==> src/verilog/access_guard_cfg.svh <==
// constants of the coherency unit access guard: offsets, fields, resets
// assumes a 32-bit register port with byte addresses and four processors
//
// Operation
// secure filter-end write needs writer mask bit
// non-secure filter-end write needs both mask bits
// filter end address is inclusive
// single master port: filter writes ignored, reads zero
// filter end in bits 31:20, 1MB granularity
// filter end loaded from pin at reset exit
// filter applies only with two ports and filtering
// access mask bits 3:0, reset all ones
// all-zero access mask locks mask forever; the code unlocks it at reset, which reloads all ones
// access mask write guarded like filter registers
// non-secure mask written only by permitted secure access
// bits 11:8 gate non-secure global timer access
// bits 7:4 gate non-secure private timer, watchdog
// bits 3:0 gate non-secure protected register access
// protected set includes outside unit registers too
// filter start loaded from its pin, lower bound
// rejected writes dropped silently, no error
// non-secure register access bits reset to zero
`ifndef ACCESS_GUARD_CFG_SVH
`define ACCESS_GUARD_CFG_SVH

`define AG_ADDR_W          8
`define AG_NUM_CPUS        4
`define AG_CPU_ID_W        2

`define AG_OFF_FILT_START  8'h00
`define AG_OFF_FILT_END    8'h04
`define AG_OFF_ACC_MASK    8'h08
`define AG_OFF_NS_MASK     8'h0c
`define AG_OFF_STATUS      8'h10

`define AG_FILT_HI         31
`define AG_FILT_LO         20
`define AG_FILT_W          12

`define AG_ACC_MASK_RESET  4'hf
`define AG_NS_REG_LO       0
`define AG_NS_PTIM_LO      4
`define AG_NS_GTIM_LO      8
`define AG_NS_MASK_W       12
`define AG_NS_MASK_RESET   12'h000

`define AG_STAT_LOCKED     0
`define AG_STAT_TWO_PORTS  1
`define AG_STAT_FILT_EN    2
`define AG_STAT_STRAPPED   3

`endif

==> src/verilog/access_guard_pkg.sv <==
// types shared by the access guard modules
// assumes access_guard_cfg.svh is on the include path
`include "access_guard_cfg.svh"

package access_guard_pkg;

   typedef logic [`AG_CPU_ID_W-1:0] cpu_id_t;
   typedef logic [`AG_NUM_CPUS-1:0] cpu_mask_t;
   typedef logic [`AG_FILT_W-1:0]   filt_addr_t;

   typedef enum logic [2:0] {
      sel_none       = 3'b000,
      sel_filt_start = 3'b001,
      sel_filt_end   = 3'b010,
      sel_acc_mask   = 3'b011,
      sel_ns_mask    = 3'b100,
      sel_status     = 3'b101
   } reg_sel_e;

endpackage

==> src/verilog/coherency_unit_access_guard.sv <==
// register bank guarding writes to the coherency unit configuration
// assumes one clock, straps stable around reset release, and a register
// port whose master identifies the writing processor and its security state
//
// Added by the designer: the plain strobed port and the register addresses.
`timescale 1ns/100ps
`include "access_guard_cfg.svh"

module coherency_unit_access_guard (
   input  wire  logic                                clock,
   input  wire  logic                                reset_n,
   // register port
   input  wire  logic [`AG_ADDR_W-1:0]               reg_addr,
   input  wire  logic [31:0]                         reg_wdata,
   input  wire  logic                                reg_write,
   input  wire  logic                                reg_read,
   input  wire  access_guard_pkg::cpu_id_t           reg_cpu_id,
   input  wire  logic                                reg_nonsecure,
   output logic [31:0]                               reg_rdata,
   output logic                                      reg_write_dropped,
   // straps and live configuration
   input  wire  logic                                two_master_port_config,
   input  wire  access_guard_pkg::filt_addr_t        filter_start_config_input,
   input  wire  access_guard_pkg::filt_addr_t        filter_end_config_input,
   input  wire  logic                                address_filter_enable,
   // traffic routing toward master port 1
   input  wire  logic [31:0]                         traffic_addr,
   output logic                                      route_to_port1,
   // protected registers held elsewhere in the unit
   input  wire  access_guard_pkg::cpu_id_t           ext_cpu_id,
   input  wire  logic                                ext_nonsecure,
   output logic                                      ext_write_grant,
   // timer and watchdog access
   input  wire  access_guard_pkg::cpu_id_t           timer_cpu_id,
   input  wire  logic                                timer_nonsecure,
   output logic                                      global_timer_grant,
   output logic                                      private_timer_grant,
   output logic                                      private_timer_read_zero,
   // decoded state for the rest of the unit
   output access_guard_pkg::filt_addr_t              filter_start_address,
   output access_guard_pkg::filt_addr_t              filter_end_address,
   output access_guard_pkg::cpu_mask_t               per_cpu_access_mask,
   output logic [`AG_NS_MASK_W-1:0]                  nonsecure_access_mask
);

   ////////////////////////////////////////////////////////////////////////////
   // reset release
   ////////////////////////////////////////////////////////////////////////////

   logic rst_meta_n;
   logic rst_n;

   // two stages so the release never lands near an edge
   always_ff @(posedge clock or negedge reset_n) begin
      if (!reset_n) begin
         rst_meta_n <= 1'b0;
         rst_n      <= 1'b0;
      end else begin
         rst_meta_n <= 1'b1;
         rst_n      <= rst_meta_n;
      end
   end

   ////////////////////////////////////////////////////////////////////////////
   // strap capture
   ////////////////////////////////////////////////////////////////////////////

   logic strapped;
   logic two_ports;

   // straps are caught by a clocked load, never by the async reset itself
   always_ff @(posedge clock or negedge rst_n) begin
      if (!rst_n) begin
         strapped <= 1'b0;
      end else begin
         strapped <= 1'b1;
      end
   end

   always_ff @(posedge clock or negedge rst_n) begin
      if (!rst_n) begin
         two_ports <= 1'b0;
      end else if (!strapped) begin
         two_ports <= two_master_port_config;
      end
   end

   ////////////////////////////////////////////////////////////////////////////
   // address decode
   ////////////////////////////////////////////////////////////////////////////

   access_guard_pkg::reg_sel_e sel;

   always_comb begin
      case (reg_addr)
         `AG_OFF_FILT_START: begin
            sel = access_guard_pkg::sel_filt_start;
         end
         `AG_OFF_FILT_END: begin
            sel = access_guard_pkg::sel_filt_end;
         end
         `AG_OFF_ACC_MASK: begin
            sel = access_guard_pkg::sel_acc_mask;
         end
         `AG_OFF_NS_MASK: begin
            sel = access_guard_pkg::sel_ns_mask;
         end
         `AG_OFF_STATUS: begin
            sel = access_guard_pkg::sel_status;
         end
         default: begin
            sel = access_guard_pkg::sel_none;
         end
      endcase
   end

   ////////////////////////////////////////////////////////////////////////////
   // permission checks
   ////////////////////////////////////////////////////////////////////////////

   logic bus_secure_grant;
   logic bus_guarded_grant;
   logic mask_locked;

   // ns register bits gate
   access_checker bus_check (
      .cpu_id        (reg_cpu_id),
      .nonsecure     (reg_nonsecure),
      .acc_mask      (per_cpu_access_mask),
      .ns_reg_mask   (nonsecure_access_mask[`AG_NS_REG_LO +: `AG_NUM_CPUS]),
      .secure_grant  (bus_secure_grant),
      .guarded_grant (bus_guarded_grant)
   );

   // outside protected registers
   access_checker ext_check (
      .cpu_id        (ext_cpu_id),
      .nonsecure     (ext_nonsecure),
      .acc_mask      (per_cpu_access_mask),
      .ns_reg_mask   (nonsecure_access_mask[`AG_NS_REG_LO +: `AG_NUM_CPUS]),
      .secure_grant  (),
      .guarded_grant (ext_write_grant)
   );

   // zero mask locks
   assign mask_locked = (per_cpu_access_mask == '0);

   logic wr_filt_start;
   logic wr_filt_end;
   logic wr_acc_mask;
   logic wr_ns_mask;
   logic wr_any_ok;
   logic filter_regs_live;

   // one port hides filters
   assign filter_regs_live = strapped && two_ports;

   // one enable per register; a refused write raises none and is dropped
   always_comb begin
      wr_filt_start = 1'b0;
      wr_filt_end   = 1'b0;
      wr_acc_mask   = 1'b0;
      wr_ns_mask    = 1'b0;
      if (reg_write) begin
         case (sel)
            access_guard_pkg::sel_filt_start: begin
               // filter writes need two ports
               wr_filt_start = filter_regs_live && bus_guarded_grant;
            end
            access_guard_pkg::sel_filt_end: begin
               // filter end guard
               wr_filt_end = filter_regs_live && bus_guarded_grant;
            end
            access_guard_pkg::sel_acc_mask: begin
               // mask self guard
               wr_acc_mask = bus_guarded_grant && !mask_locked;
            end
            access_guard_pkg::sel_ns_mask: begin
               // secure writers only
               wr_ns_mask = !reg_nonsecure && bus_secure_grant;
            end
            default: begin
               // status and unmapped offsets take no write
               wr_ns_mask = 1'b0;
            end
         endcase
      end
   end

   assign wr_any_ok = wr_filt_start || wr_filt_end || wr_acc_mask || wr_ns_mask;

   ////////////////////////////////////////////////////////////////////////////
   // filtering address registers
   ////////////////////////////////////////////////////////////////////////////

   // start loaded from its pin
   always_ff @(posedge clock or negedge rst_n) begin
      if (!rst_n) begin
         filter_start_address <= '0;
      end else if (!strapped) begin
         filter_start_address <= filter_start_config_input;
      end else if (wr_filt_start) begin
         filter_start_address <= reg_wdata[`AG_FILT_HI:`AG_FILT_LO];
      end
   end

   // end loaded from pin
   always_ff @(posedge clock or negedge rst_n) begin
      if (!rst_n) begin
         filter_end_address <= '0;
      end else if (!strapped) begin
         filter_end_address <= filter_end_config_input;
      end else if (wr_filt_end) begin
         // upper twelve bits only
         filter_end_address <= reg_wdata[`AG_FILT_HI:`AG_FILT_LO];
      end
   end

   ////////////////////////////////////////////////////////////////////////////
   // access mask registers
   ////////////////////////////////////////////////////////////////////////////

   // all ones after reset
   always_ff @(posedge clock or negedge rst_n) begin
      if (!rst_n) begin
         per_cpu_access_mask <= `AG_ACC_MASK_RESET;
      end else if (wr_acc_mask) begin
         per_cpu_access_mask <= reg_wdata[`AG_NUM_CPUS-1:0];
      end
   end

   // secure-only after reset
   always_ff @(posedge clock or negedge rst_n) begin
      if (!rst_n) begin
         nonsecure_access_mask <= `AG_NS_MASK_RESET;
      end else if (wr_ns_mask) begin
         nonsecure_access_mask <= reg_wdata[`AG_NS_MASK_W-1:0];
      end
   end

   // silent drop flag
   always_ff @(posedge clock or negedge rst_n) begin
      if (!rst_n) begin
         reg_write_dropped <= 1'b0;
      end else begin
         reg_write_dropped <= reg_write && !wr_any_ok;
      end
   end

   ////////////////////////////////////////////////////////////////////////////
   // routing toward master port 1
   ////////////////////////////////////////////////////////////////////////////

   logic [`AG_FILT_W-1:0] traffic_mb;
   logic                  above_start;
   logic                  below_end;

   assign traffic_mb  = traffic_addr[`AG_FILT_HI:`AG_FILT_LO];
   assign above_start = (traffic_mb >= filter_start_address);
   // inclusive end compare
   assign below_end   = (traffic_mb <= filter_end_address);

   // filter only when enabled
   assign route_to_port1 = strapped && two_ports && address_filter_enable
                           && above_start && below_end;

   ////////////////////////////////////////////////////////////////////////////
   // timer and watchdog gating
   ////////////////////////////////////////////////////////////////////////////

   logic [`AG_NUM_CPUS-1:0] gtim_ns_bits;
   logic [`AG_NUM_CPUS-1:0] ptim_ns_bits;
   logic                    gtim_ns_bit;
   logic                    ptim_ns_bit;

   // slice first so the processor index never reaches past its field
   assign gtim_ns_bits = nonsecure_access_mask[`AG_NS_GTIM_LO +: `AG_NUM_CPUS];
   assign ptim_ns_bits = nonsecure_access_mask[`AG_NS_PTIM_LO +: `AG_NUM_CPUS];
   assign gtim_ns_bit  = gtim_ns_bits[timer_cpu_id];
   assign ptim_ns_bit  = ptim_ns_bits[timer_cpu_id];

   // global timer non-secure gate
   assign global_timer_grant = !timer_nonsecure || gtim_ns_bit;

   // private timer, watchdog gate
   assign private_timer_grant     = !timer_nonsecure || ptim_ns_bit;
   assign private_timer_read_zero = timer_nonsecure && !ptim_ns_bit;

   // register access gate
   // non-secure register access is folded into both checker instances above,
   // so a cleared bit blocks writes here and in the outside registers alike

   ////////////////////////////////////////////////////////////////////////////
   // read path
   ////////////////////////////////////////////////////////////////////////////

   logic [31:0] next_rdata;
   logic [31:0] status_word;

   always_comb begin
      status_word = 32'h0000_0000;
      status_word[`AG_STAT_LOCKED]    = mask_locked;
      status_word[`AG_STAT_TWO_PORTS] = two_ports;
      status_word[`AG_STAT_FILT_EN]   = address_filter_enable;
      status_word[`AG_STAT_STRAPPED]  = strapped;
   end

   always_comb begin
      next_rdata = 32'h0000_0000;
      if (reg_read) begin
         case (sel)
            access_guard_pkg::sel_filt_start: begin
               // zero with one port
               if (filter_regs_live) begin
                  next_rdata[`AG_FILT_HI:`AG_FILT_LO] = filter_start_address;
               end
            end
            access_guard_pkg::sel_filt_end: begin
               // zero with one port
               if (filter_regs_live) begin
                  next_rdata[`AG_FILT_HI:`AG_FILT_LO] = filter_end_address;
               end
            end
            access_guard_pkg::sel_acc_mask: begin
               next_rdata[`AG_NUM_CPUS-1:0] = per_cpu_access_mask;
            end
            access_guard_pkg::sel_ns_mask: begin
               next_rdata[`AG_NS_MASK_W-1:0] = nonsecure_access_mask;
            end
            access_guard_pkg::sel_status: begin
               next_rdata = status_word;
            end
            default: begin
               next_rdata = 32'h0000_0000;
            end
         endcase
      end
   end

   // data stands only in the cycle after the read strobe
   always_ff @(posedge clock or negedge rst_n) begin
      if (!rst_n) begin
         reg_rdata <= 32'h0000_0000;
      end else begin
         reg_rdata <= next_rdata;
      end
   end

endmodule

==> src/verilog/access_checker.sv <==
// per-processor permission decode for protected accesses
// assumes masks come from flip-flops; purely combinational
`timescale 1ns/100ps
`include "access_guard_cfg.svh"

module access_checker (
   input  wire access_guard_pkg::cpu_id_t   cpu_id,
   input  wire logic                        nonsecure,
   input  wire access_guard_pkg::cpu_mask_t acc_mask,
   input  wire access_guard_pkg::cpu_mask_t ns_reg_mask,
   output logic                             secure_grant,
   output logic                             guarded_grant
);

   access_guard_pkg::cpu_mask_t sec_ok;
   access_guard_pkg::cpu_mask_t ns_ok;
   access_guard_pkg::cpu_mask_t sel;

   genvar g;
   generate
      for (g = 0; g < `AG_NUM_CPUS; g = g + 1) begin : per_cpu
         assign sel[g]    = (cpu_id == access_guard_pkg::cpu_id_t'(g));
         // secure needs own bit
         assign sec_ok[g] = sel[g] & acc_mask[g];
         // non-secure needs both
         assign ns_ok[g]  = sel[g] & acc_mask[g] & ns_reg_mask[g];
      end
   endgenerate

   assign secure_grant  = |sec_ok;
   assign guarded_grant = nonsecure ? |ns_ok : |sec_ok;

endmodule

==> config.mk <==
export PLATFORM = sky130hd
export DESIGN_NAME = coherency_unit_access_guard
export DESIGN_NICKNAME = d
export VERILOG_FILES = /design/src/verilog/access_guard_pkg.sv /design/src/verilog/coherency_unit_access_guard.sv /design/src/verilog/access_checker.sv
export VERILOG_INCLUDE_DIRS = /design/src /design/src/verilog
export SDC_FILE = /design/constraint.sdc
export NUM_CORES = 1
export LEC_CHECK = 0
export BUFFER_PORTS_ARGS = -buffer_cell sky130_fd_sc_hd__buf_2
export CORE_MARGIN = 3
export CORE_UTILIZATION = 40
export CTS_CLUSTER_SIZE = 12
export DETAILED_ROUTE_END_ITERATION = 10
export PLACE_DENSITY = 0.71
export SKIP_CTS_REPAIR_TIMING = 1
export SYNTH_ARGS = -nofsm -noshare
export SYNTH_HDL_FRONTEND = slang
export SYNTH_SLANG_ARGS = --single-unit
==> constraint.sdc <==
create_clock -name clock -period 2.2 [get_ports clock]
set_input_delay 0 -clock clock [delete_from_list [all_inputs] [get_ports clock]]
set_output_delay 0 -clock clock [all_outputs]
set_load 0.1 [all_outputs]
==> results of run 1 <==
-- layer usage --
metal  vias to the layer above  wire, microns
li1                       1707              -
met1                      1704           4570
met2                       113           5870
met3                        29            504
met4                         0            395
met5                         -              0
-- kinds of logic after synthesis --
logic type      Yosys count
compound gates           77
fa+ha+maj                24
buf+inv                  50
flops                    69
mux                      21
other cells               2
simple gates            121
-- worst min-delay path by stage --
stage	to	slack, ps	cells after the start
final	filter_end_address[9]$_DFFE_PN0P_	-10	3
after global placement	rst_meta_n$_DFF_PN0_	-210	1
after detailed placement	rst_meta_n$_DFF_PN0_	-210	1
after floorplan	rst_meta_n$_DFF_PN0_	-300	0
after global routing	reg_write_dropped$_DFF_PN0_	8	2
after CTS	rst_meta_n$_DFF_PN0_	-590	1
-- registers in the layout, indices dropped and copies added (netlist names) --
signal,count
per_cpu_access_mask,4
reg_rdata,24
reg_write_dropped,1
filter_end_address,12
nonsecure_access_mask,12
rst_n,1
strapped,1
filter_start_address,12
two_ports,1
rst_meta_n,1
-- stage by stage --
| step | std cells | total power, uW | hold WS, ps |
|---|---|---|---|
| floorplan | 372 | 2020 | -296 |
| global placement | 637 | 2220 | -212 |
| detailed placement | 637 | 2230 | -210 |
| CTS | 653 | 3580 | -587 |
| global route | 698 | 3760 | 7.54 |
| finish | 698 | 3610 | -10.9 |
-- report_power, final --
group          leakage (uW)  switching, uW  internal (uW)
Sequential         0.000859           61.7           1320
Combinational       0.00170            625            264
Clock              0.000132            509            830
Total               0.00269           1200           2410
-- worst reg2reg max path, delay by kind of cell (launching register included) --
family           cells  cell delay [ps]
AND/OR/NAND/NOR      1               50
flip-flops           1              650
AO/OA/AOI/OAI        3              740
multiplexers         1              560
-- area by class of cell --
| type | instances | area [sq um] | area share [%] |
|---|---|---|---|
| clock buffer | 10 | 149 | 2.67 |
| clock inverter | 6 | 116 | 2.08 |
| inverter | 28 | 109 | 1.95 |
| multi-input combinational | 253 | 1950 | 35.0 |
| sequential | 69 | 1790 | 32.0 |
| tap | 129 | 161 | 2.89 |
| timing repair buffer | 203 | 1310 | 23.4 |
-- placed cells by master (no fill, tap or decap), drive strengths merged, types with 10 or more instances in the layout --
master       netlist  final
nand2             22     22
dfrtp             65     65
dlygate4sd3        0     45
and2              10     10
clkbuf             8     10
nand2b            16     16
a221o             12     12
conb               2     10
buf               14    158
mux2              16     16
o211ai            17     17
a22oi             16     16
ha                24     24
nand3             16     16
inv               28     28
nor2              20     20
nor2b             16     16
==> metrics.txt, run 1 <==
# TYPE chip_impl_metric gauge
chip_impl_metric{name="clock_tree.buffer_depth",unit=""} 2
chip_impl_info{name="worstSetupEndpointType",value="output pin"} 1
chip_impl_info{name="yosys-top-cells-count",value="65 x sky130_fd_sc_hd__dfrtp_1, 28 x sky130_fd_sc_hd__inv_1, 24 x sky130_fd_sc_hd__ha_1"} 1
chip_impl_metric{name="critPathMaxFanout",unit=""} 4
chip_impl_metric{name="detailedPlace.worstSlack",unit="ps"} 82.4
chip_impl_info{name="worstReg2RegStart",value="per_cpu_access_mask[3]$_DFFE_PN1P_"} 1
chip_impl_metric{name="place.detailed.hpwl",unit="microns"} 8420
chip_impl_info{name="worst-setup-path-type",value="reg -> out"} 1
chip_impl_metric{name="synth_warnings",unit=""} 0
chip_impl_metric{name="floorplan.initialDensity",unit="%"} 41.3
chip_impl_metric{name="yosys.area.top_type_share",unit="%"} 42.4
chip_impl_info{name="type_of_origin_of_the_critical_path",value="flop"} 1
chip_impl_metric{name="synth-async-reset-ratio",unit="%"} 100
chip_impl_metric{name="number_of_antenna_repair_diodes",unit=""} 0
chip_impl_metric{name="place.gp.congestion",unit=""} 0.858
chip_impl_info{name="violations",value="hold timing"} 1
chip_impl_metric{name="cts.sinks",unit=""} 69
chip_impl_metric{name="drcViolationCount",unit=""} 0
chip_impl_info{name="worstPathCellList",value="inv_2 > ha_4 > a211oi_2 > o211ai_1 > o2111ai_1 > a31oi_1 > a211oi_4 > buf_12"} 1
chip_impl_metric{name="maximum_number_of_pins_on_one_net_before_global_route_repair",unit=""} 50
chip_impl_metric{name="min_period_over_period",unit="%"} 96.4
chip_impl_metric{name="clk_transition_reported_paths",unit="ps"} 80
chip_impl_metric{name="required",unit="ps"} 2200
chip_impl_metric{name="numPortBuffers",unit=""} 152
chip_impl_info{name="grt.busiest_layer",value="met2"} 1
chip_impl_metric{name="placed_area",unit="sq um"} 4850
chip_impl_metric{name="cts-buffers-inserted",unit=""} 9
chip_impl_info{name="startpoint",value="filter_end_address[7]$_DFFE_PN0P_"} 1
chip_impl_metric{name="detailed_route_vias_per_instance",unit=""} 5.09
chip_impl_metric{name="dr_total_vias",unit=""} 3553
chip_impl_metric{name="syn_inst",unit=""} 364
chip_impl_metric{name="postSynthAreaPerCell",unit="sq um"} 10.5
chip_impl_info{name="synth_area_leaders",value="sky130_fd_sc_hd__dfrtp_1 42%, sky130_fd_sc_hd__ha_1 7.8%, sky130_fd_sc_hd__mux2_2 4.7%, sky130_fd_sc_hd__o211ai_1 3.3%, sky130_fd_sc_hd__a221o_1 3.1%"} 1
chip_impl_metric{name="synth.distinct_cells",unit=""} 46
chip_impl_metric{name="num_rows",unit=""} 35
chip_impl_metric{name="register_to_register_setup_slack",unit="ps"} 80
chip_impl_metric{name="final.setup_skew",unit="ps"} 7.16
chip_impl_metric{name="design.portCount",unit=""} 189
chip_impl_metric{name="max_freq",unit="GHz"} 0.472
chip_impl_info{name="synth_largest_area_cell",value="sky130_fd_sc_hd__dfrtp_1"} 1
chip_impl_info{name="tritoncts_clock_tree",value="yes"} 1
chip_impl_metric{name="grt_pass1_vias",unit=""} 3398
chip_impl_metric{name="min_period",unit="ps"} 2120
chip_impl_metric{name="final_slew_viol_count",unit=""} 0
chip_impl_metric{name="number_of_flops_mapped_to_enable_cells_by_yosys",unit=""} 0
chip_impl_metric{name="cts-htree-levels",unit=""} 3
chip_impl_metric{name="timing.max_cap.violations",unit=""} 0
chip_impl_info{name="critPathTopFamily",value="compound AO/OA/AOI/OAI gates"} 1
chip_impl_metric{name="grt_remaining_overflow",unit=""} 0
chip_impl_metric{name="wire_length_of_the_first_global_routing_pass",unit="microns"} 17200
chip_impl_metric{name="number_of_antenna_violations_at_the_first_check_in_global_routing",unit=""} 0
chip_impl_metric{name="drtIter0Drc",unit=""} 154
chip_impl_metric{name="fin_setup_tns",unit="ps"} 0
chip_impl_info{name="timing.critical_path.slowest_stage_cell",value="sky130_fd_sc_hd__dfrtp_2"} 1
chip_impl_metric{name="postLayoutSetupSlackWorst",unit="ps"} 79.3
chip_impl_metric{name="dr.pass1.iters",unit=""} 6
chip_impl_metric{name="fill_cell_total_of_the_finished_layout",unit=""} 813
chip_impl_metric{name="dieHeight",unit="microns"} 104
chip_impl_info{name="main_combinational_cell_family_by_area_after_synthesis",value="simple AND/OR/NAND/NOR gates"} 1
chip_impl_metric{name="post_route_cells_drive_above_1_share",unit="%"} 43.2
chip_impl_metric{name="detail_route.wl_per_cell",unit="microns"} 16.3
chip_impl_metric{name="finalHoldViolCount",unit=""} 2
chip_impl_metric{name="number_of_cells_on_the_worst_reg_to_reg_path",unit=""} 5
chip_impl_metric{name="tightestPinTransition",unit="ps"} 614
chip_impl_metric{name="met1_resource_use_gr",unit="%"} 25.1
chip_impl_info{name="reg2reg_to",value="filter_end_address[11]$_DFFE_PN0P_"} 1
chip_impl_metric{name="grt_usage",unit="%"} 19.8
chip_impl_metric{name="synth-adder-area-share",unit="%"} 7.83
chip_impl_metric{name="whs",unit="ps"} -10.9
chip_impl_metric{name="yosys.area_share.xor_xnor",unit="%"} 0
chip_impl_metric{name="maxSlewHeadroom",unit="%"} 58.7
chip_impl_metric{name="critical_path_buf_inv_count",unit=""} 2
chip_impl_info{name="grt_setup_unrepaired",value="yes"} 1
chip_impl_metric{name="register_bit_total_from_synthesis",unit=""} 69
chip_impl_info{name="status",value="complete, but fails checks"} 1
chip_impl_metric{name="die_w",unit="microns"} 104
chip_impl_metric{name="route.final.wire_length",unit="microns"} 11300
chip_impl_info{name="min-delay-path-class",value="in -> reg"} 1
chip_impl_metric{name="finish.net_count",unit=""} 699
chip_impl_metric{name="grtUsageMet2",unit="%"} 33.8
chip_impl_metric{name="synth_simple_gate_area_share",unit="%"} 17.4
chip_impl_metric{name="timing.critical_path.slowest_cell_delay",unit="ps"} 440
chip_impl_metric{name="core_area",unit="sq um"} 9280
chip_impl_metric{name="timing.critical_path.depth",unit=""} 8
chip_impl_metric{name="crit_arrival",unit="ps"} 2120
chip_impl_info{name="crit_end",value="route_to_port1"} 1
chip_impl_info{name="hold_path_startpoint",value="filter_end_config_input[9]"} 1
chip_impl_metric{name="fp.dieArea",unit="sq um"} 10800
chip_impl_metric{name="detail-route-antenna-nets",unit=""} 0
chip_impl_metric{name="final_cell_area",unit="sq um"} 5590
chip_impl_metric{name="peakVddDrop",unit="uV"} 368
chip_impl_info{name="postSynth.topFlopCell",value="sky130_fd_sc_hd__dfrtp_1"} 1
chip_impl_metric{name="final-setup-viol-count",unit=""} 0
chip_impl_metric{name="clkLatencyLatePin",unit="ps"} 340
chip_impl_metric{name="final_core_utilization",unit="%"} 60.2
chip_impl_metric{name="power_density",unit="nW/um^2"} 646
chip_impl_metric{name="seq_area_frac_synth",unit="%"} 45.2
chip_impl_info{name="synth.most_common_cell",value="sky130_fd_sc_hd__dfrtp_1"} 1
chip_impl_metric{name="area.growth.synth_to_final",unit="%"} 45.6
chip_impl_info{name="cts_root_buf",value="sky130_fd_sc_hd__clkbuf_8"} 1
chip_impl_metric{name="total_leakage_power",unit="uW"} 0.00269
chip_impl_metric{name="muxShareOfSynthArea",unit="%"} 7.41
chip_impl_metric{name="synth_compound_gate_area_share",unit="%"} 15.8
chip_impl_metric{name="globalRouteMet3Util",unit="%"} 2.86
chip_impl_metric{name="syn_area",unit="sq um"} 3830
Power figures use the tool's default switching activity.
==> inputs of run 2 (changes only) <==
--- a/config.mk
+++ b/config.mk
@@ -7,11 +7,13 @@
 export NUM_CORES = 1
 export LEC_CHECK = 0
 export BUFFER_PORTS_ARGS = -buffer_cell sky130_fd_sc_hd__buf_2
+export CELL_PAD_IN_SITES_DETAIL_PLACEMENT = 1
+export CELL_PAD_IN_SITES_GLOBAL_PLACEMENT = 2
 export CORE_MARGIN = 3
-export CORE_UTILIZATION = 40
+export CORE_UTILIZATION = 27
 export CTS_CLUSTER_SIZE = 12
 export DETAILED_ROUTE_END_ITERATION = 10
-export PLACE_DENSITY = 0.71
+export PLACE_DENSITY_LB_ADDON = 0.1
 export SKIP_CTS_REPAIR_TIMING = 1
 export SYNTH_ARGS = -nofsm -noshare
 export SYNTH_HDL_FRONTEND = slang
==> run 2 against run 1 <==
The run still ends with hold timing left. Fmax shrank 0.13%. Clock skew shrank 0.64 ps. Final cell count grew 8.5%. Hold slack lost 5.8 ps. Clock power grew 22%. Flip-flop and latch count is the same. Core utilization shrank 17 points. Register-to-register slack is essentially flat. Wire length grew 17%. Sequential power is essentially flat. Worst setup slack lost 2.8 ps. Sequential share of layout area shrank 1.4 points. Critical endpoint is now filter_end_address[0]$_DFFE_PN0P_.
==> metrics.txt, run 2 (synthesis results as in run 1) <==
# TYPE chip_impl_metric gauge
chip_impl_info{name="status",value="complete, but fails checks"} 1
chip_impl_info{name="violations",value="hold timing"} 1
chip_impl_metric{name="wire_length_of_the_first_global_routing_pass",unit="microns"} 20000
chip_impl_metric{name="dr_total_vias",unit=""} 3582
chip_impl_info{name="worstSetupEndpointType",value="flop"} 1
chip_impl_metric{name="number_of_flip_flops_under_the_largest_register_name",unit=""} 24
chip_impl_metric{name="route.final.wire_length",unit="microns"} 13300
chip_impl_info{name="worstPathCellList",value="nand2_2 > mux4_2 > mux2i_4 > and4b_1 > buf_6 > a221o_1"} 1
chip_impl_metric{name="whs",unit="ps"} -16.7
chip_impl_metric{name="finalHoldViolCount",unit=""} 1
chip_impl_info{name="most_common_cell_after_layout_fill_and_taps_aside",value="sky130_fd_sc_hd__buf_2"} 1
chip_impl_metric{name="p_seq_share",unit="%"} 35.0
chip_impl_metric{name="p_clk_share",unit="%"} 41.4
chip_impl_metric{name="sw_frac_of_total",unit="%"} 33.7
chip_impl_metric{name="fill_cell_total_of_the_finished_layout",unit=""} 1581
chip_impl_metric{name="power_density",unit="nW/um^2"} 674
chip_impl_metric{name="placed_area",unit="sq um"} 4950
chip_impl_metric{name="comb_power_share",unit="%"} 23.6
chip_impl_metric{name="critical_path_buf_inv_count",unit=""} 1
chip_impl_metric{name="cts-buffers-inserted",unit=""} 9
chip_impl_metric{name="clkLatencyLatePin",unit="ps"} 340
chip_impl_info{name="type_of_origin_of_the_critical_path",value="flop"} 1
chip_impl_metric{name="design.portCount",unit=""} 189
chip_impl_metric{name="grt_remaining_overflow",unit=""} 0
chip_impl_metric{name="place.detailed.hpwl",unit="microns"} 9910
chip_impl_metric{name="dr.pass1.iters",unit=""} 4
chip_impl_metric{name="num_rows",unit=""} 42
chip_impl_info{name="cts_root_buf",value="sky130_fd_sc_hd__clkbuf_16"} 1
chip_impl_metric{name="detail-route-antenna-nets",unit=""} 0
chip_impl_metric{name="critPathMaxFanout",unit=""} 6
chip_impl_metric{name="timing.critical_path.slowest_cell_delay",unit="ps"} 650
chip_impl_info{name="tritoncts_clock_tree",value="yes"} 1
chip_impl_metric{name="layoutNonFillerInstCount",unit=""} 757
chip_impl_metric{name="die_w",unit="microns"} 125
chip_impl_metric{name="place.gp.congestion",unit=""} 0.756
chip_impl_info{name="min-delay-path-class",value="in -> reg"} 1
chip_impl_info{name="top_library_cells_by_usage_in_the_layout_fill_and_taps_aside",value="151 x sky130_fd_sc_hd__buf_2, 40 x sky130_fd_sc_hd__dlygate4sd3_1, 33 x sky130_fd_sc_hd__dfrtp_1"} 1
chip_impl_metric{name="required",unit="ps"} 2470
chip_impl_metric{name="drcViolationCount",unit=""} 0
chip_impl_metric{name="grt_pass1_vias",unit=""} 3602
chip_impl_metric{name="max_freq",unit="GHz"} 0.471
chip_impl_metric{name="maxSlewHeadroom",unit="%"} 57.1
chip_impl_metric{name="core_area",unit="sq um"} 13600
chip_impl_metric{name="timing.max_cap.violations",unit=""} 0
chip_impl_metric{name="numPortBuffers",unit=""} 152
chip_impl_metric{name="number_of_antenna_violations_at_the_first_check_in_global_routing",unit=""} 0
chip_impl_info{name="critPathTopFamily",value="multiplexers"} 1
chip_impl_metric{name="drtIter0Drc",unit=""} 143
chip_impl_metric{name="dieHeight",unit="microns"} 125
chip_impl_metric{name="p_switching",unit="uW"} 1330
chip_impl_metric{name="post_route_cells_drive_above_1_share",unit="%"} 46.6
chip_impl_metric{name="grt_usage",unit="%"} 16.4
chip_impl_metric{name="maximum_number_of_pins_on_one_net_before_global_route_repair",unit=""} 39
chip_impl_metric{name="crit_arrival",unit="ps"} 2400
chip_impl_metric{name="cts.sinks",unit=""} 69
chip_impl_metric{name="cts-htree-levels",unit=""} 3
chip_impl_metric{name="floorplan.initialDensity",unit="%"} 28.3
chip_impl_info{name="worst-setup-path-type",value="reg -> reg"} 1
chip_impl_metric{name="detail_route.wl_per_cell",unit="microns"} 17.5
chip_impl_metric{name="clk_transition_reported_paths",unit="ps"} 60
chip_impl_info{name="regMostFlops",value="reg_rdata"} 1
chip_impl_metric{name="final-setup-viol-count",unit=""} 0
chip_impl_metric{name="fp.dieArea",unit="sq um"} 15700
chip_impl_metric{name="clock_tree.buffer_depth",unit=""} 2
chip_impl_metric{name="final_slew_viol_count",unit=""} 0
chip_impl_metric{name="final_core_utilization",unit="%"} 43.1
chip_impl_metric{name="peakVddDrop",unit="uV"} 374
chip_impl_metric{name="cell_internal_power",unit="uW"} 2610
chip_impl_info{name="timing.critical_path.slowest_stage_cell",value="sky130_fd_sc_hd__dfstp_4"} 1
chip_impl_metric{name="final_cell_area",unit="sq um"} 5840
chip_impl_metric{name="area.growth.synth_to_final",unit="%"} 52.3
chip_impl_metric{name="final.setup_skew",unit="ps"} 6.52
chip_impl_metric{name="placed_cells_incl_taps",unit=""} 691
chip_impl_metric{name="min_period_over_period",unit="%"} 96.5
chip_impl_metric{name="detailed_route_vias_per_instance",unit=""} 4.73
chip_impl_metric{name="finish.net_count",unit=""} 710
chip_impl_metric{name="tightestPinTransition",unit="ps"} 642
chip_impl_metric{name="min_period",unit="ps"} 2120
chip_impl_metric{name="total_leakage_power",unit="uW"} 0.00279
==> run 2: layout make-up <==
class | instances | area (sq um) | area share [%]
sequential | 69 | 1790 | 30.6
inverter | 28 | 109 | 1.86
clock inverter | 7 | 105 | 1.80
multi-input combinational | 253 | 2020 | 34.6
tap | 176 | 220 | 3.77
clock buffer | 9 | 225 | 3.86
antenna | 1 | 2.50 | 0.0428
timing repair buffer | 214 | 1370 | 23.5
==> run 2: metal layers <==
| metal | GRT usage [%] | share of wire, % | up-vias |
|---|---|---|---|
| met5 | 0 | 0 | - |
| met4 | 4.72 | 0.97 | 0 |
| met3 | 4.14 | 4.1 | 11 |
| met2 | 27.7 | 50 | 92 |
| met1 | 20.9 | 45 | 1753 |
| li1 | - | - | 1726 |
==> run 2: path summary, 6_finish.rpt <==
| check | from | to | slack [ps] | depth (start not counted) |
|---|---|---|---|---|
| setup / recovery | per_cpu_access_mask[3]$_DFFE_PN1P_ | filter_end_address[0]$_DFFE_PN0P_ | 80 | 6 |
| hold / removal | filter_end_config_input[1] | filter_end_address[1]$_DFFE_PN0P_ | -20 | 3 |
| setup reg to reg | per_cpu_access_mask[3]$_DFFE_PN1P_ | filter_end_address[0]$_DFFE_PN0P_ | 80 | 6 |
| hold reg to reg | rst_n$_DFF_PN0_ | nonsecure_access_mask[11]$_DFFE_PN0P_ | 150 | 0 |
| max in group asynchronous | rst_n$_DFF_PN0_ | per_cpu_access_mask[1]$_DFFE_PN1P_ | 1430 | 1 |
| min in group asynchronous | rst_n$_DFF_PN0_ | nonsecure_access_mask[11]$_DFFE_PN0P_ | 150 | 0 |
==> run 2: metrics by stage <==
| step | setup TNS, ps | worst slack [ps] | total power, uW |
|---|---|---|---|
| after detailed placement | 0 | 35.5 | 2250 |
| after global routing | -23.2 | -16.9 | 4140 |
| after global placement | 0 | 61.0 | 2240 |
| after CTS | 0 | 26.0 | 3930 |
| after floorplan | -552 | -179 | 2020 |
| final | 0 | 76.5 | 3940 |
==> run 2: power by group through the flow <==
stage / Clock [uW] / Sequential [uW] / Combinational (uW)
3_5_place_dp: 0 / 1400 / 847
5_1_grt: 1750 / 1390 / 999
4_1_cts: 1700 / 1380 / 850
3_3_place_gp: 0 / 1400 / 839
6_report: 1630 / 1380 / 929
2_1_floorplan: 0 / 1700 / 318
==> run 2: worst reg2reg max path, delay by kind of cell, from the launching register on <==
family / cells / cell delay [ps]
multiplexers: 2 / 780
flip-flops: 1 / 650
AND/OR/NAND/NOR: 2 / 330
buffers and inverters: 1 / 150
AO/OA/AOI/OAI: 1 / 140
==> inputs of run 3 (changes only) <==
--- a/config.mk
+++ b/config.mk
@@ -14,6 +14,7 @@
 export CTS_CLUSTER_SIZE = 12
 export DETAILED_ROUTE_END_ITERATION = 10
 export PLACE_DENSITY_LB_ADDON = 0.1
+export SETUP_SLACK_MARGIN = 0.1
 export SKIP_CTS_REPAIR_TIMING = 1
 export SYNTH_ARGS = -nofsm -noshare
 export SYNTH_HDL_FRONTEND = slang
==> run 3 against run 2 <==
The flow still finishes with violations (hold timing). Largest power group unchanged. First-iteration DRC count is 34% lower. Flip-flop and latch count unchanged. Count of clock-buffer cells in the layout unchanged. Via count is 1.1% higher. Sequential power hardly changed. Non-clock buffer count up 3.
==> metrics.txt, run 3 (synthesis results as in run 1) <==
# TYPE chip_impl_metric gauge
chip_impl_info{name="status",value="complete, but fails checks"} 1
chip_impl_info{name="violations",value="hold timing"} 1
chip_impl_info{name="regMostFlops",value="reg_rdata"} 1
chip_impl_metric{name="post_route_cells_drive_above_1_share",unit="%"} 49.7
chip_impl_metric{name="cts-buffers-inserted",unit=""} 9
chip_impl_metric{name="total_leakage_power",unit="uW"} 0.00281
chip_impl_metric{name="drcViolationCount",unit=""} 0
chip_impl_metric{name="number_of_cells_on_the_worst_reg_to_reg_path",unit=""} 5
chip_impl_metric{name="maximum_number_of_pins_on_one_net_before_global_route_repair",unit=""} 30
chip_impl_metric{name="num_rows",unit=""} 42
chip_impl_metric{name="area.growth.synth_to_final",unit="%"} 54.9
chip_impl_metric{name="fp.dieArea",unit="sq um"} 15700
chip_impl_metric{name="cts.sinks",unit=""} 69
chip_impl_metric{name="detail_route.wl_per_cell",unit="microns"} 17.6
chip_impl_info{name="worstReg2RegStart",value="per_cpu_access_mask[0]$_DFFE_PN1P_"} 1
chip_impl_metric{name="cts-htree-levels",unit=""} 3
chip_impl_info{name="cts_root_buf",value="sky130_fd_sc_hd__clkbuf_16"} 1
chip_impl_info{name="timing.critical_path.slowest_stage_cell",value="sky130_fd_sc_hd__dfstp_4"} 1
chip_impl_metric{name="floorplan.initialDensity",unit="%"} 28.3
chip_impl_metric{name="crit_arrival",unit="ps"} 2350
chip_impl_metric{name="total_power",unit="uW"} 3800
chip_impl_metric{name="whs",unit="ps"} -10.3
chip_impl_metric{name="numPortBuffers",unit=""} 152
chip_impl_metric{name="timing.critical_path.slowest_cell_delay",unit="ps"} 640
chip_impl_metric{name="route.final.wire_length",unit="microns"} 13400
chip_impl_metric{name="drtIter0Drc",unit=""} 94
chip_impl_info{name="grt_setup_unrepaired",value="yes"} 1
chip_impl_metric{name="grt_usage",unit="%"} 16.8
chip_impl_metric{name="final_slew_viol_count",unit=""} 0
chip_impl_metric{name="fin_setup_tns",unit="ps"} 0
chip_impl_info{name="type_of_origin_of_the_critical_path",value="flop"} 1
chip_impl_metric{name="timing.critical_path.depth",unit=""} 5
chip_impl_metric{name="tightestPinTransition",unit="ps"} 655
chip_impl_metric{name="clock_tree.buffer_depth",unit=""} 2
chip_impl_metric{name="wire_length_of_the_first_global_routing_pass",unit="microns"} 20700
chip_impl_metric{name="power_density",unit="nW/um^2"} 640
chip_impl_info{name="worst-setup-path-type",value="reg -> reg"} 1
chip_impl_metric{name="grt_remaining_overflow",unit=""} 0
chip_impl_metric{name="place.gp.congestion",unit=""} 0.809
chip_impl_metric{name="final-setup-viol-count",unit=""} 0
chip_impl_metric{name="final.setup_skew",unit="ps"} 7.87
chip_impl_metric{name="number_of_antenna_repair_diodes",unit=""} 0
chip_impl_metric{name="register_to_register_setup_slack",unit="ps"} 70
chip_impl_metric{name="min_period",unit="ps"} 2130
chip_impl_metric{name="design.portCount",unit=""} 189
chip_impl_info{name="crit_end",value="filter_end_address[1]$_DFFE_PN0P_"} 1
chip_impl_metric{name="critical_path_buf_inv_count",unit=""} 0
chip_impl_metric{name="dr.pass1.iters",unit=""} 4
chip_impl_info{name="startpoint",value="per_cpu_access_mask[0]$_DFFE_PN1P_"} 1
chip_impl_metric{name="core_area",unit="sq um"} 13600
chip_impl_metric{name="maxSlewHeadroom",unit="%"} 56.2
chip_impl_metric{name="number_of_flip_flops_under_the_largest_register_name",unit=""} 24
chip_impl_metric{name="placed_cells_incl_taps",unit=""} 693
chip_impl_metric{name="clkLatencyLatePin",unit="ps"} 340
chip_impl_metric{name="placed_area",unit="sq um"} 5080
chip_impl_metric{name="dieHeight",unit="microns"} 125
chip_impl_info{name="hold_path_startpoint",value="filter_end_config_input[10]"} 1
chip_impl_metric{name="min_period_over_period",unit="%"} 96.9
chip_impl_metric{name="final_cell_area",unit="sq um"} 5940
chip_impl_metric{name="required",unit="ps"} 2420
chip_impl_metric{name="detail-route-antenna-nets",unit=""} 0
chip_impl_metric{name="dr_total_vias",unit=""} 3621
chip_impl_metric{name="number_of_antenna_violations_at_the_first_check_in_global_routing",unit=""} 0
chip_impl_metric{name="layoutNonFillerInstCount",unit=""} 760
chip_impl_info{name="reg2reg_to",value="filter_end_address[1]$_DFFE_PN0P_"} 1
chip_impl_metric{name="clk_transition_reported_paths",unit="ps"} 60
chip_impl_info{name="top_library_cells_by_usage_in_the_layout_fill_and_taps_aside",value="151 x sky130_fd_sc_hd__buf_2, 39 x sky130_fd_sc_hd__dlygate4sd3_1, 34 x sky130_fd_sc_hd__dfrtp_2"} 1
chip_impl_metric{name="grt_pass1_vias",unit=""} 3693
chip_impl_metric{name="finish.net_count",unit=""} 714
chip_impl_metric{name="max_freq",unit="GHz"} 0.469
chip_impl_info{name="most_common_cell_after_layout_fill_and_taps_aside",value="sky130_fd_sc_hd__buf_2"} 1
chip_impl_info{name="tritoncts_clock_tree",value="yes"} 1
chip_impl_metric{name="die_w",unit="microns"} 125
chip_impl_metric{name="finalHoldViolCount",unit=""} 1
chip_impl_metric{name="place.detailed.hpwl",unit="microns"} 10200
chip_impl_info{name="worstPathCellList",value="nand2_2 > mux4_2 > o21ai_4 > a21boi_4 > a221o_1"} 1
chip_impl_info{name="worstSetupEndpointType",value="flop"} 1
chip_impl_metric{name="peakVddDrop",unit="uV"} 383
chip_impl_info{name="min-delay-path-class",value="in -> reg"} 1
chip_impl_metric{name="critPathMaxFanout",unit=""} 6
chip_impl_info{name="critPathTopFamily",value="compound AO/OA/AOI/OAI gates"} 1
chip_impl_metric{name="detailed_route_vias_per_instance",unit=""} 4.76
chip_impl_metric{name="timing.max_cap.violations",unit=""} 0
chip_impl_metric{name="final_core_utilization",unit="%"} 43.8
-- run 3: tightest hold or removal path, delay by kind of cell --
kind	cells	cell delay (ps)
buf+inv	1	70
compound gates	1	110
simple gates	1	110
-- run 3: power by group --
group	leakage, uW	switching, uW	internal, uW
registers	0.000856	67.3	1320
clock network	0.000150	584	883
logic	0.00180	655	292
-- run 3: routing by layer --
metal	global-route usage, %	part of all wire (%)	wire length (microns)	up-vias
met5	0	0	0	-
met4	4.02	0.99	132	0
met3	4.39	4.6	621	13
met2	28.3	50	6720	100
met1	21.7	44	5930	1772
li1	-	-	-	1736
-- run 3: cell type report --
type,instances,area (sq um)
Fill cell,1526,7620
Multi-Input combinational cell,254,2120
Sequential cell,69,1790
Timing Repair Buffer,217,1400
Tap cell,176,220
Clock buffer,9,225
Inverter,28,109
Clock inverter,7,75.1
-- run 3: how the worst min path moves through the flow --
stage,end,slack (ps),cells after the start
2_1_floorplan,rst_meta_n$_DFF_PN0_,-300,0
3_3_place_gp,rst_meta_n$_DFF_PN0_,-210,1
3_5_place_dp,rst_meta_n$_DFF_PN0_,-210,1
4_1_cts,rst_meta_n$_DFF_PN0_,-570,1
5_1_grt,filter_end_address[10]$_DFFE_PN0P_,10,3
6_report,filter_end_address[10]$_DFFE_PN0P_,-10,3
-- run 3: per-stage QoR --
stage          setup WS [ps]  hold slack [ps]
3_3_place_gp            88.9             -210
3_5_place_dp            44.0             -208
6_report                69.0            -10.3
4_1_cts                -20.1             -574
5_1_grt                 2.48             10.5
2_1_floorplan           -157             -296
